File: src/ext_irq_regs.svh
`ifndef EXT_IRQ_REGS_SVH
`define EXT_IRQ_REGS_SVH

`define EXT_IRQ_COUNT 4
`define CLOCK_PERIOD_NS 5
`define PHASE_HALF_NS 10
`define PHASE_HALF_CYC (`PHASE_HALF_NS / `CLOCK_PERIOD_NS)
`define PHASE_CNT_W 2
`define IRQ_ACK_RST 1'b1
`define PHASE_RST 1'b0

`endif

File: src/ext_irq_pkg.sv
package ext_irq_pkg;
    typedef enum logic [1:0] {
        ACK_IDLE = 2'b00,
        ACK_WAIT = 2'b01,
        ACK_LOW = 2'b10
    } ack_state_e;

    typedef logic [3:0] irq_vec_t;
endpackage : ext_irq_pkg

File: src/ext_irq_sync.sv
`timescale 1ns/1ps
module ext_irq_sync #(
    parameter int W = 4
) (
    input wire logic clock,
    input wire logic rst_n,
    input wire logic [W-1:0] async_in,
    output logic [W-1:0] sync_out
);
    logic [W-1:0] stage1;

    // Stage one is read only by stage two
    always_ff @(posedge clock or negedge rst_n) begin
        if (!rst_n) begin
            stage1 <= '1;
            sync_out <= '1;
        end else begin
            stage1 <= async_in;
            sync_out <= stage1;
        end
    end
endmodule : ext_irq_sync

File: src/ext_irq_sample_ack.sv
`timescale 1ns/1ps
`include "ext_irq_regs.svh"
module ext_irq_sample_ack
    import ext_irq_pkg::*;
(
    input wire logic clock,
    input wire logic rst_n,
    input wire logic [3:0] ext_irq_lines_n,
    input wire logic fetch_boundary,
    input wire logic [3:0] cpu_irq_enable,
    input wire logic [3:0] dma_irq_enable,
    input wire logic ack_decode_start,
    output logic phase_one_clock,
    output logic irq_ack_out,
    output logic [3:0] irq_pending,
    output logic cpu_irq_take,
    output logic [3:0] cpu_irq_vec,
    output logic dma_irq_take,
    output logic [3:0] dma_irq_vec
);
    // ------------------------------------------------------------
    // Helpers
    // ------------------------------------------------------------
    // Lowest index wins when several lines are pending
    function automatic irq_vec_t lowest_one(input irq_vec_t v);
        irq_vec_t r;
        r = '0;
        for (int i = `EXT_IRQ_COUNT - 1; i >= 0; i--) begin
            if (v[i]) begin
                r = '0;
                r[i] = 1'b1;
            end
        end
        return r;
    endfunction : lowest_one

    // ------------------------------------------------------------
    // Phase one clock divider
    // ------------------------------------------------------------
    localparam logic [`PHASE_CNT_W-1:0] HALF_LAST =
        `PHASE_CNT_W'(`PHASE_HALF_CYC - 1);

    logic [`PHASE_CNT_W-1:0] phase_cnt;
    logic half_end;
    logic rise_en;
    logic fall_en;

    assign half_end = (phase_cnt == HALF_LAST);
    assign rise_en = half_end && !phase_one_clock;
    assign fall_en = half_end && phase_one_clock;

    always_ff @(posedge clock or negedge rst_n) begin
        if (!rst_n) begin
            phase_cnt <= '0;
            phase_one_clock <= `PHASE_RST;
        end else if (half_end) begin
            phase_cnt <= '0;
            phase_one_clock <= !phase_one_clock;
        end else begin
            phase_cnt <= phase_cnt + `PHASE_CNT_W'(1);
        end
    end

    // ------------------------------------------------------------
    // Request synchronisation and sampling
    // ------------------------------------------------------------
    logic [3:0] lines_sync_n;
    logic [3:0] line_act;

    ext_irq_sync #(.W(`EXT_IRQ_COUNT)) u_sync (
        .clock(clock),
        .rst_n(rst_n),
        .async_in(ext_irq_lines_n),
        .sync_out(lines_sync_n)
    );

    // A change just before the edge may miss it and land a phase cycle late
    assign line_act = ~lines_sync_n;

    irq_vec_t cpu_pick;
    irq_vec_t dma_pick;
    irq_vec_t take_clear;

    assign cpu_pick = lowest_one(irq_pending & cpu_irq_enable);
    assign dma_pick = lowest_one(irq_pending & dma_irq_enable);
    // Taking is gated to the fetch boundary only
    assign take_clear = fetch_boundary ? (cpu_pick | dma_pick) : '0;

    genvar gi;
    generate
        for (gi = 0; gi < `EXT_IRQ_COUNT; gi++) begin : g_line
            // Level at the falling edge sets; a set beats a same-cycle clear
            always_ff @(posedge clock or negedge rst_n) begin
                if (!rst_n) begin
                    irq_pending[gi] <= 1'b0;
                end else if (fall_en && line_act[gi]) begin
                    irq_pending[gi] <= 1'b1;
                end else if (take_clear[gi]) begin
                    irq_pending[gi] <= 1'b0;
                end
            end
        end
    endgenerate

    // ------------------------------------------------------------
    // Hand-off to core and DMA
    // ------------------------------------------------------------
    always_ff @(posedge clock or negedge rst_n) begin
        if (!rst_n) begin
            cpu_irq_take <= 1'b0;
            cpu_irq_vec <= '0;
            dma_irq_take <= 1'b0;
            dma_irq_vec <= '0;
        end else begin
            cpu_irq_take <= fetch_boundary && (cpu_pick != '0);
            cpu_irq_vec <= fetch_boundary ? cpu_pick : '0;
            dma_irq_take <= fetch_boundary && (dma_pick != '0);
            dma_irq_vec <= fetch_boundary ? dma_pick : '0;
        end
    end

    // ------------------------------------------------------------
    // Acknowledge output
    // ------------------------------------------------------------
    // Timed by phase edges only, so a stretched decode cannot widen it
    ack_state_e ack_state;

    always_ff @(posedge clock or negedge rst_n) begin
        if (!rst_n) begin
            ack_state <= ACK_IDLE;
            irq_ack_out <= `IRQ_ACK_RST;
        end else begin
            unique case (ack_state)
                ACK_IDLE: begin
                    if (ack_decode_start && rise_en) begin
                        ack_state <= ACK_LOW;
                        irq_ack_out <= 1'b0;
                    end else if (ack_decode_start) begin
                        ack_state <= ACK_WAIT;
                    end
                end
                ACK_WAIT: begin
                    if (rise_en) begin
                        ack_state <= ACK_LOW;
                        irq_ack_out <= 1'b0;
                    end
                end
                ACK_LOW: begin
                    if (rise_en) begin
                        ack_state <= ACK_IDLE;
                        irq_ack_out <= 1'b1;
                    end
                end
                default: begin
                    ack_state <= ACK_IDLE;
                    irq_ack_out <= 1'b1;
                end
            endcase
        end
    end

    // ------------------------------------------------------------
    // Checks
    // ------------------------------------------------------------
    logic [3:0] pend_past;
    logic [3:0] act_past;
    logic fall_past;

    always_ff @(posedge clock or negedge rst_n) begin
        if (!rst_n) begin
            pend_past <= '0;
            act_past <= '0;
            fall_past <= 1'b0;
        end else begin
            pend_past <= irq_pending;
            act_past <= line_act;
            fall_past <= fall_en;
        end
    end

    generate
        for (gi = 0; gi < `EXT_IRQ_COUNT; gi++) begin : g_rearm

        end
    endgenerate
endmodule : ext_irq_sample_ack

File: config.mk
export PLATFORM = sky130hd
export DESIGN_NAME = ext_irq_sample_ack
export DESIGN_NICKNAME = d
export VERILOG_FILES = /design/src/ext_irq_pkg.sv /design/src/ext_irq_sync.sv /design/src/ext_irq_sample_ack.sv
export VERILOG_INCLUDE_DIRS = /design/src /design/src/src
export SDC_FILE = /design/constraint.sdc
export NUM_CORES = 1
export LEC_CHECK = 0
export ABC_AREA = 0
export BUFFER_PORTS_ARGS = -buffer_cell sky130_fd_sc_hd__buf_2
export CAP_MARGIN = 25
export CORE_MARGIN = 2
export CORE_UTILIZATION = 43
export DETAILED_ROUTE_END_ITERATION = 8
export PLACE_DENSITY = 0.71
export SYNTH_ARGS = -nofsm -noshare
export SYNTH_HDL_FRONTEND = slang
export SYNTH_SLANG_ARGS = --single-unit
export TNS_END_PERCENT = 100
File: constraint.sdc
create_clock -name clock -period 1.1 [get_ports clock]
set_input_delay 0.22 -clock clock [delete_from_list [all_inputs] [get_ports clock]]
set_output_delay 0.22 -clock clock [all_outputs]
set_load 0.01 [all_outputs]
== After elaboration in Yosys (flattened, before gate mapping) ==
Cells that the tools add are included.

* Equality and inequality tests: 7
* $add $sub $neg: 1
* Bitwise gates (word level): 4
* Mux-type cells: 29
* Reduce and logical (&&, ||, !) cells: 19

{| class="wikitable"
|+ Operators by type and width
! kind !! number
|-
| two-way mux 4 bit || 11
|-
| two-way mux 1 bit || 11
|-
| two-way mux 2 bit || 5
|-
| logical AND 1 bit || 9
|-
| bitwise AND 4 bit || 2
|-
| nonzero test 2 bit || 4
|-
| nonzero test 4 bit || 2
|-
| != test 2 bit, second input constant || 3
|-
| one-hot mux 2 bit (3 select lines) || 1
|-
| AND reduction 3 bit || 2
|-
| == test 2 x 1 -> 1 bit, second input constant || 2
|-
| inverter 4 bit || 1
|-
| bitwise OR 4 bit || 1
|-
| != test 3 bit, second input constant || 1
|-
| one-hot mux 1 bit (3 select lines) || 1
|-
| adder 2 x 1 -> 2 bit, second input constant || 1
|-
| == test 2 bit, second input constant || 1
|-
| logical NOT 2 bit || 1
|-
| logical NOT 1 bit || 1
|}

* Input bits: 16
* Register bits: 28

== Logic depth before layout (Yosys ltp) ==
* Depth in word-level cells: 9
* Depth in mapped cells: 4
* Gate-level depth less buffers: 3

== By module ==
From an unflattened synthesis, not the netlist that was laid out.

* Cells, all modules: 73
* Area, all modules: 978.4 um^2

{| class="wikitable"
|+ By module, submodules not included
! module !! instances !! area each (um^2) !! cells an instance
|-
| ext_irq_sample_ack || 1 || 768.2 || 65
|-
| ext_irq_sync || 1 || 210.2 || 8
|}

== Least setup slack after synthesis ==
No wires, ideal clock.

* Kind: reg2reg
* From: register irq_pending[0]
* To: register irq_pending[3]
* Setup time: 0.125 ns
* Clock period less this slack: 1.293 ns
* Buffers on the path: 1
* Stages on the path, launching flop included: 5
* Arrival: 1.168 ns
* Slack: -0.193 ns
* Cells stage by stage: dfrtp_1 -> buf_6 -> a222oi_1 -> a31o_1 -> o22ai_1

* Cells in the longest elaborated chain, start to end: 5
* Elaborated cells on any way between the ends: 7
* Those cells by class: mux (3); bitwise (3); reduce/logical (1)

{| class="wikitable"
|+ Ends and longest elaborated chain
! what !! line !! RTL
|-
| from (decl) || ext_irq_sample_ack.sv:15 || <nowiki>output logic [3:0] irq_pending,</nowiki>
|-
| from (signal, indexed assignment) || ext_irq_sample_ack.sv:95 || <nowiki>irq_pending[gi] <= 1'b0;</nowiki>
|-
| from (signal, indexed assignment) || ext_irq_sample_ack.sv:97 || <nowiki>irq_pending[gi] <= 1'b1;</nowiki>
|-
| from (signal, indexed assignment) || ext_irq_sample_ack.sv:99 || <nowiki>irq_pending[gi] <= 1'b0;</nowiki>
|-
| bitwise AND 4 bit, on equally long branches || ext_irq_sample_ack.sv:84, ext_irq_sample_ack.sv:85 ||
|-
| two-way mux 4 bit || ext_irq_sample_ack.sv:29 || <nowiki>if (v[i]) begin</nowiki>
|-
| bitwise OR 4 bit * || ext_irq_sample_ack.sv:87 || <nowiki>assign take_clear = fetch_boundary ? (cpu_pick | dma_pick) : '0;</nowiki>
|-
| two-way mux 4 bit * || ext_irq_sample_ack.sv:87 ||
|-
| nonzero test 2 bit (no source line) * || - ||
|}

Every way passes the cells marked *; elsewhere a longest branch is shown, timed or not.
A chain may end at the register's enable or synchronous reset.

== Final worst setup path ==
* From: register irq_pending[1]
* To: register irq_pending[3]

* Cells in the longest elaborated chain, start to end: 6
* Elaborated cells on any way between the ends: 9
* Those cells by class: mux (5); bitwise (3); reduce/logical (1)

{| class="wikitable"
|+ Ends and longest elaborated chain
! what !! line
|-
| bitwise AND 4 bit, on equally long branches || ext_irq_sample_ack.sv:84, ext_irq_sample_ack.sv:85
|-
| two-way mux 4 bit (2 in series) || ext_irq_sample_ack.sv:29
|-
| bitwise OR 4 bit * || ext_irq_sample_ack.sv:87
|-
| two-way mux 4 bit * || ext_irq_sample_ack.sv:87
|-
| nonzero test 2 bit (no source line) * || -
|}

Marks and branches as above.

==> summary.txt <==
CTS root buf: clkbuf_4
Initial antenna violation count: 0
Crit path cell chain: buf_6, a222oi_1, and4_1, o22ai_1
Skew-Pair Late Insertion Delay: 0.32 ns
Sequential area share after synthesis: 0.723
Vias in the first global route: 768
Pwr Density: 1550 mW/mm²
Initial core utilization: 0.449
Sink Count: 28
Final period utilization: 1.23
Multi-input logic area: 298 µm²
Worst Reg-to-Reg Cells: 4
Dpl cells: 142
Final Setup Violations: 15
#FFs+latches synth: 28
First-pass GRT wire length: 3510 µm
FF-to-FF setup slack: -0.25 ns
Ant. Diodes: 0
Post-synthesis average cell area: 13.7 µm²
Final Instance Area: 0.00159 mm²
Area delta synth->final: 61.6%
Crit-path max FO: 2
I/O pin total: 32
CTS tree: done
Hold path cells: 2
Synth warn: 0
CP peak stage delay: 0.43 ns
Layout Cells excl Fill: 164
Setup Skew: 0.00467 ns
Reg2reg start: irq_pending[1]$_DFFE_PN0P_
DR iter-0 viols: 43
Worst-Margin Slew: 0.319 ns
Synthesized net count: 88
Startpoint Class: register
Hold Path Class: in2reg
CP required: 1.31 ns
Drt pass-1 iters: 5
Port-buffer cells: 31
Clk slew on worst S/H paths: 0.14 ns
Total track usage: 0.182
Run status: finished with violations
Die ar.: 0.00269 mm²
Crit path launch: irq_pending[1]$_DFFE_PN0P_
Critical Path Stages: 4
Detail Placement HPWL: 1410 µm
Clock buffer depth: 2
Hold slack: 0.124 ns
Antenna Violating Nets Remaining: 0
Final RePlAce weighted congestion: 0.776
Layout cells sized above 1: 0.574
Crit-path leading delay family: flip-flops
Inserted Clock Buffers: 3
Via count: 821
Final Max Tran Viols: 0
Relative slew margins: 0.787
Fin worst setup slack: -0.253 ns
Worst reg2reg endpoint: irq_pending[3]$_DFFE_PN0P_
Leakage power total: 0.800 nW
Slowest cell on crit path: dfrtp_1
Area after DPL: 0.00127 mm²
FP Rows: 17
Vias/cell: 5.01
Synth cell types: 26
CTS H-Tree Depth: 1
RSZ-0062 raised after global routing: true
CP bufs+invs: 1
Max Fclk: 0.739 GHz
DRC Markers: 0
Core area: 0.00219 mm²
Mapped Cells: 72
Total grt overflow: 0
Max-cap violations: 0
Die Ht: 51.9 µm
Worst EP arrival: 1.57 ns
Period minus WS final: 1.35 ns
Nets: 153
Die width: 51.9 µm
Largest net degree at the start of global routing: 17
Kind of critical path: reg2reg
Total of fill cells in the finished design: 143
Final WL: 2300 µm
Failing checks: setup timing
Fin. Hold Viols: 0
Reg area: 712 µm²
VDD IR max: 1.07 mV
Synthesized cell area: 985 µm²
Worst Setup End Kind: register
Min-delay src: dma_irq_enable[1]
Worst setup path end: irq_pending[3]$_DFFE_PN0P_
Mean routed wirelength per cell: 14.0 µm
## state kept, by name, summed over array words and instances (netlist names)
register	flops
phase_cnt	2
dma_irq_vec	4
irq_pending	4
u_sync.stage1	4
phase_one_clock	1
irq_ack_out	1
cpu_irq_take	1
cpu_irq_vec	4
u_sync.sync_out	4
dma_irq_take	1
ack_state	2
## cell usage in the layout, fill, tap and decap left out, types with 2 or more instances in the layout
cell	Yosys	final
buf_2	1	25
inv_1	5	5
nand2_1	4	4
clkbuf_4	0	3
dfrtp_1	19	19
buf_4	0	14
a222oi_1	2	2
dlygate4sd3_1	0	5
buf_6	1	17
a21oi_1	2	2
nor2_1	4	4
o32ai_1	3	2
nand3_1	4	4
dfstp_2	9	9
## per-stage QoR
stage	utilization	worst slack, ns	power (mW)	setup TNS [ns]
2_1_floorplan	-	-0.157	1.43	-0.239
4_1_cts	0.698	-0.217	2.38	-1.67
3_5_place_dp	0.581	-0.168	1.67	-0.495
5_1_grt	0.726	-0.303	2.59	-2.84
6_report	0.726	-0.253	2.47	-2.09
3_3_place_gp	0.581	-0.0971	1.66	-0.204
## where the power goes
part	internal (mW)	switching (mW)	leakage (nW)
clock	0.202	0.286	0.0210
combinational	0.445	0.305	0.443
sequential	1.16	0.0716	0.336
total	1.80	0.663	0.800
## logic make-up after synthesis
logic type,after synthesis,synth area share
AOI/OAI and AO/OA,16,0.127
DFF,28,0.723
and+or+nand+nor,20,0.105
buffers and inverters,7,0.0356
xor gates and xnor gates,1,0.00890
## synthesized netlist by cell type
| master | number | area (µm²) |
|---|---|---|
| o31ai_1 | 1 | 7.51 |
| o32ai_1 | 3 | 26.3 |
| a21boi_0 | 2 | 15.0 |
| nand2b_1 | 1 | 6.26 |
| nor2b_1 | 1 | 6.26 |
| a31o_1 | 1 | 8.76 |
| a21oi_1 | 2 | 10.0 |
| a22o_1 | 1 | 8.76 |
| buf_2 | 1 | 5.00 |
| o21ai_0 | 1 | 5.00 |
| nand3_1 | 4 | 20.0 |
| nand3b_1 | 1 | 7.51 |
| and4_1 | 1 | 8.76 |
| o22ai_1 | 1 | 6.26 |
| and3_1 | 2 | 12.5 |
| a221oi_1 | 2 | 17.5 |
| nor3b_1 | 1 | 7.51 |
| a222oi_1 | 2 | 20.0 |
| xnor2_1 | 1 | 8.76 |
| buf_6 | 1 | 11.3 |
| nand2_1 | 4 | 15.0 |
| nor3_1 | 1 | 5.00 |
| dfstp_2 | 9 | 236 |
| inv_1 | 5 | 18.8 |
| dfrtp_1 | 19 | 475 |
| nor2_1 | 4 | 15.0 |
## repair_timing
| item | CTS | global route |
|---|---|---|
| hold endpoints to repair | 13 | 0 |
| hold buffers | 5 | 0 |
| pin swaps | 5 | 6 |
| gates resized for setup | 20 | 8 |
| setup buffers | 9 | 4 |
| endpoints found under the setup margin | 15 | 19 |
## worst min-delay path by stage
stage	to	slack [ns]
2_1_floorplan	ack_state[0]$_DFFE_PN0P_	-0.08
6_report	dma_irq_vec[2]$_DFF_PN0_	0.12
4_1_cts	dma_irq_vec[2]$_DFF_PN0_	0.09
3_5_place_dp	dma_irq_vec[2]$_DFF_PN0_	0.13
3_3_place_gp	dma_irq_vec[2]$_DFF_PN0_	0.12
5_1_grt	dma_irq_vec[2]$_DFF_PN0_	0.11
## worst reg2reg max path: stages, from the launching register on
cell	delay, ns
dfrtp_1	0.43
buf_6	0.13
a222oi_1	0.33
and4_1	0.27
o22ai_1	0.09
## final cells by class
class | instances | area share
clock buffers | 4 | 0.0228
inverters | 5 | 0.0118
well taps | 28 | 0.0220
repair buffers | 62 | 0.309
multi-input cells | 37 | 0.187
flip-flops and latches | 28 | 0.447
## routing by layer
layer,track usage,up-vias,share of wire
li1,-,388,-
met2,0.302,38,0.51
met3,0.0287,2,0.071
met1,0.236,393,0.41
met5,0,-,0
met4,0.0789,0,0.0074
No activity file was read; power rests on OpenSTA's default activity.
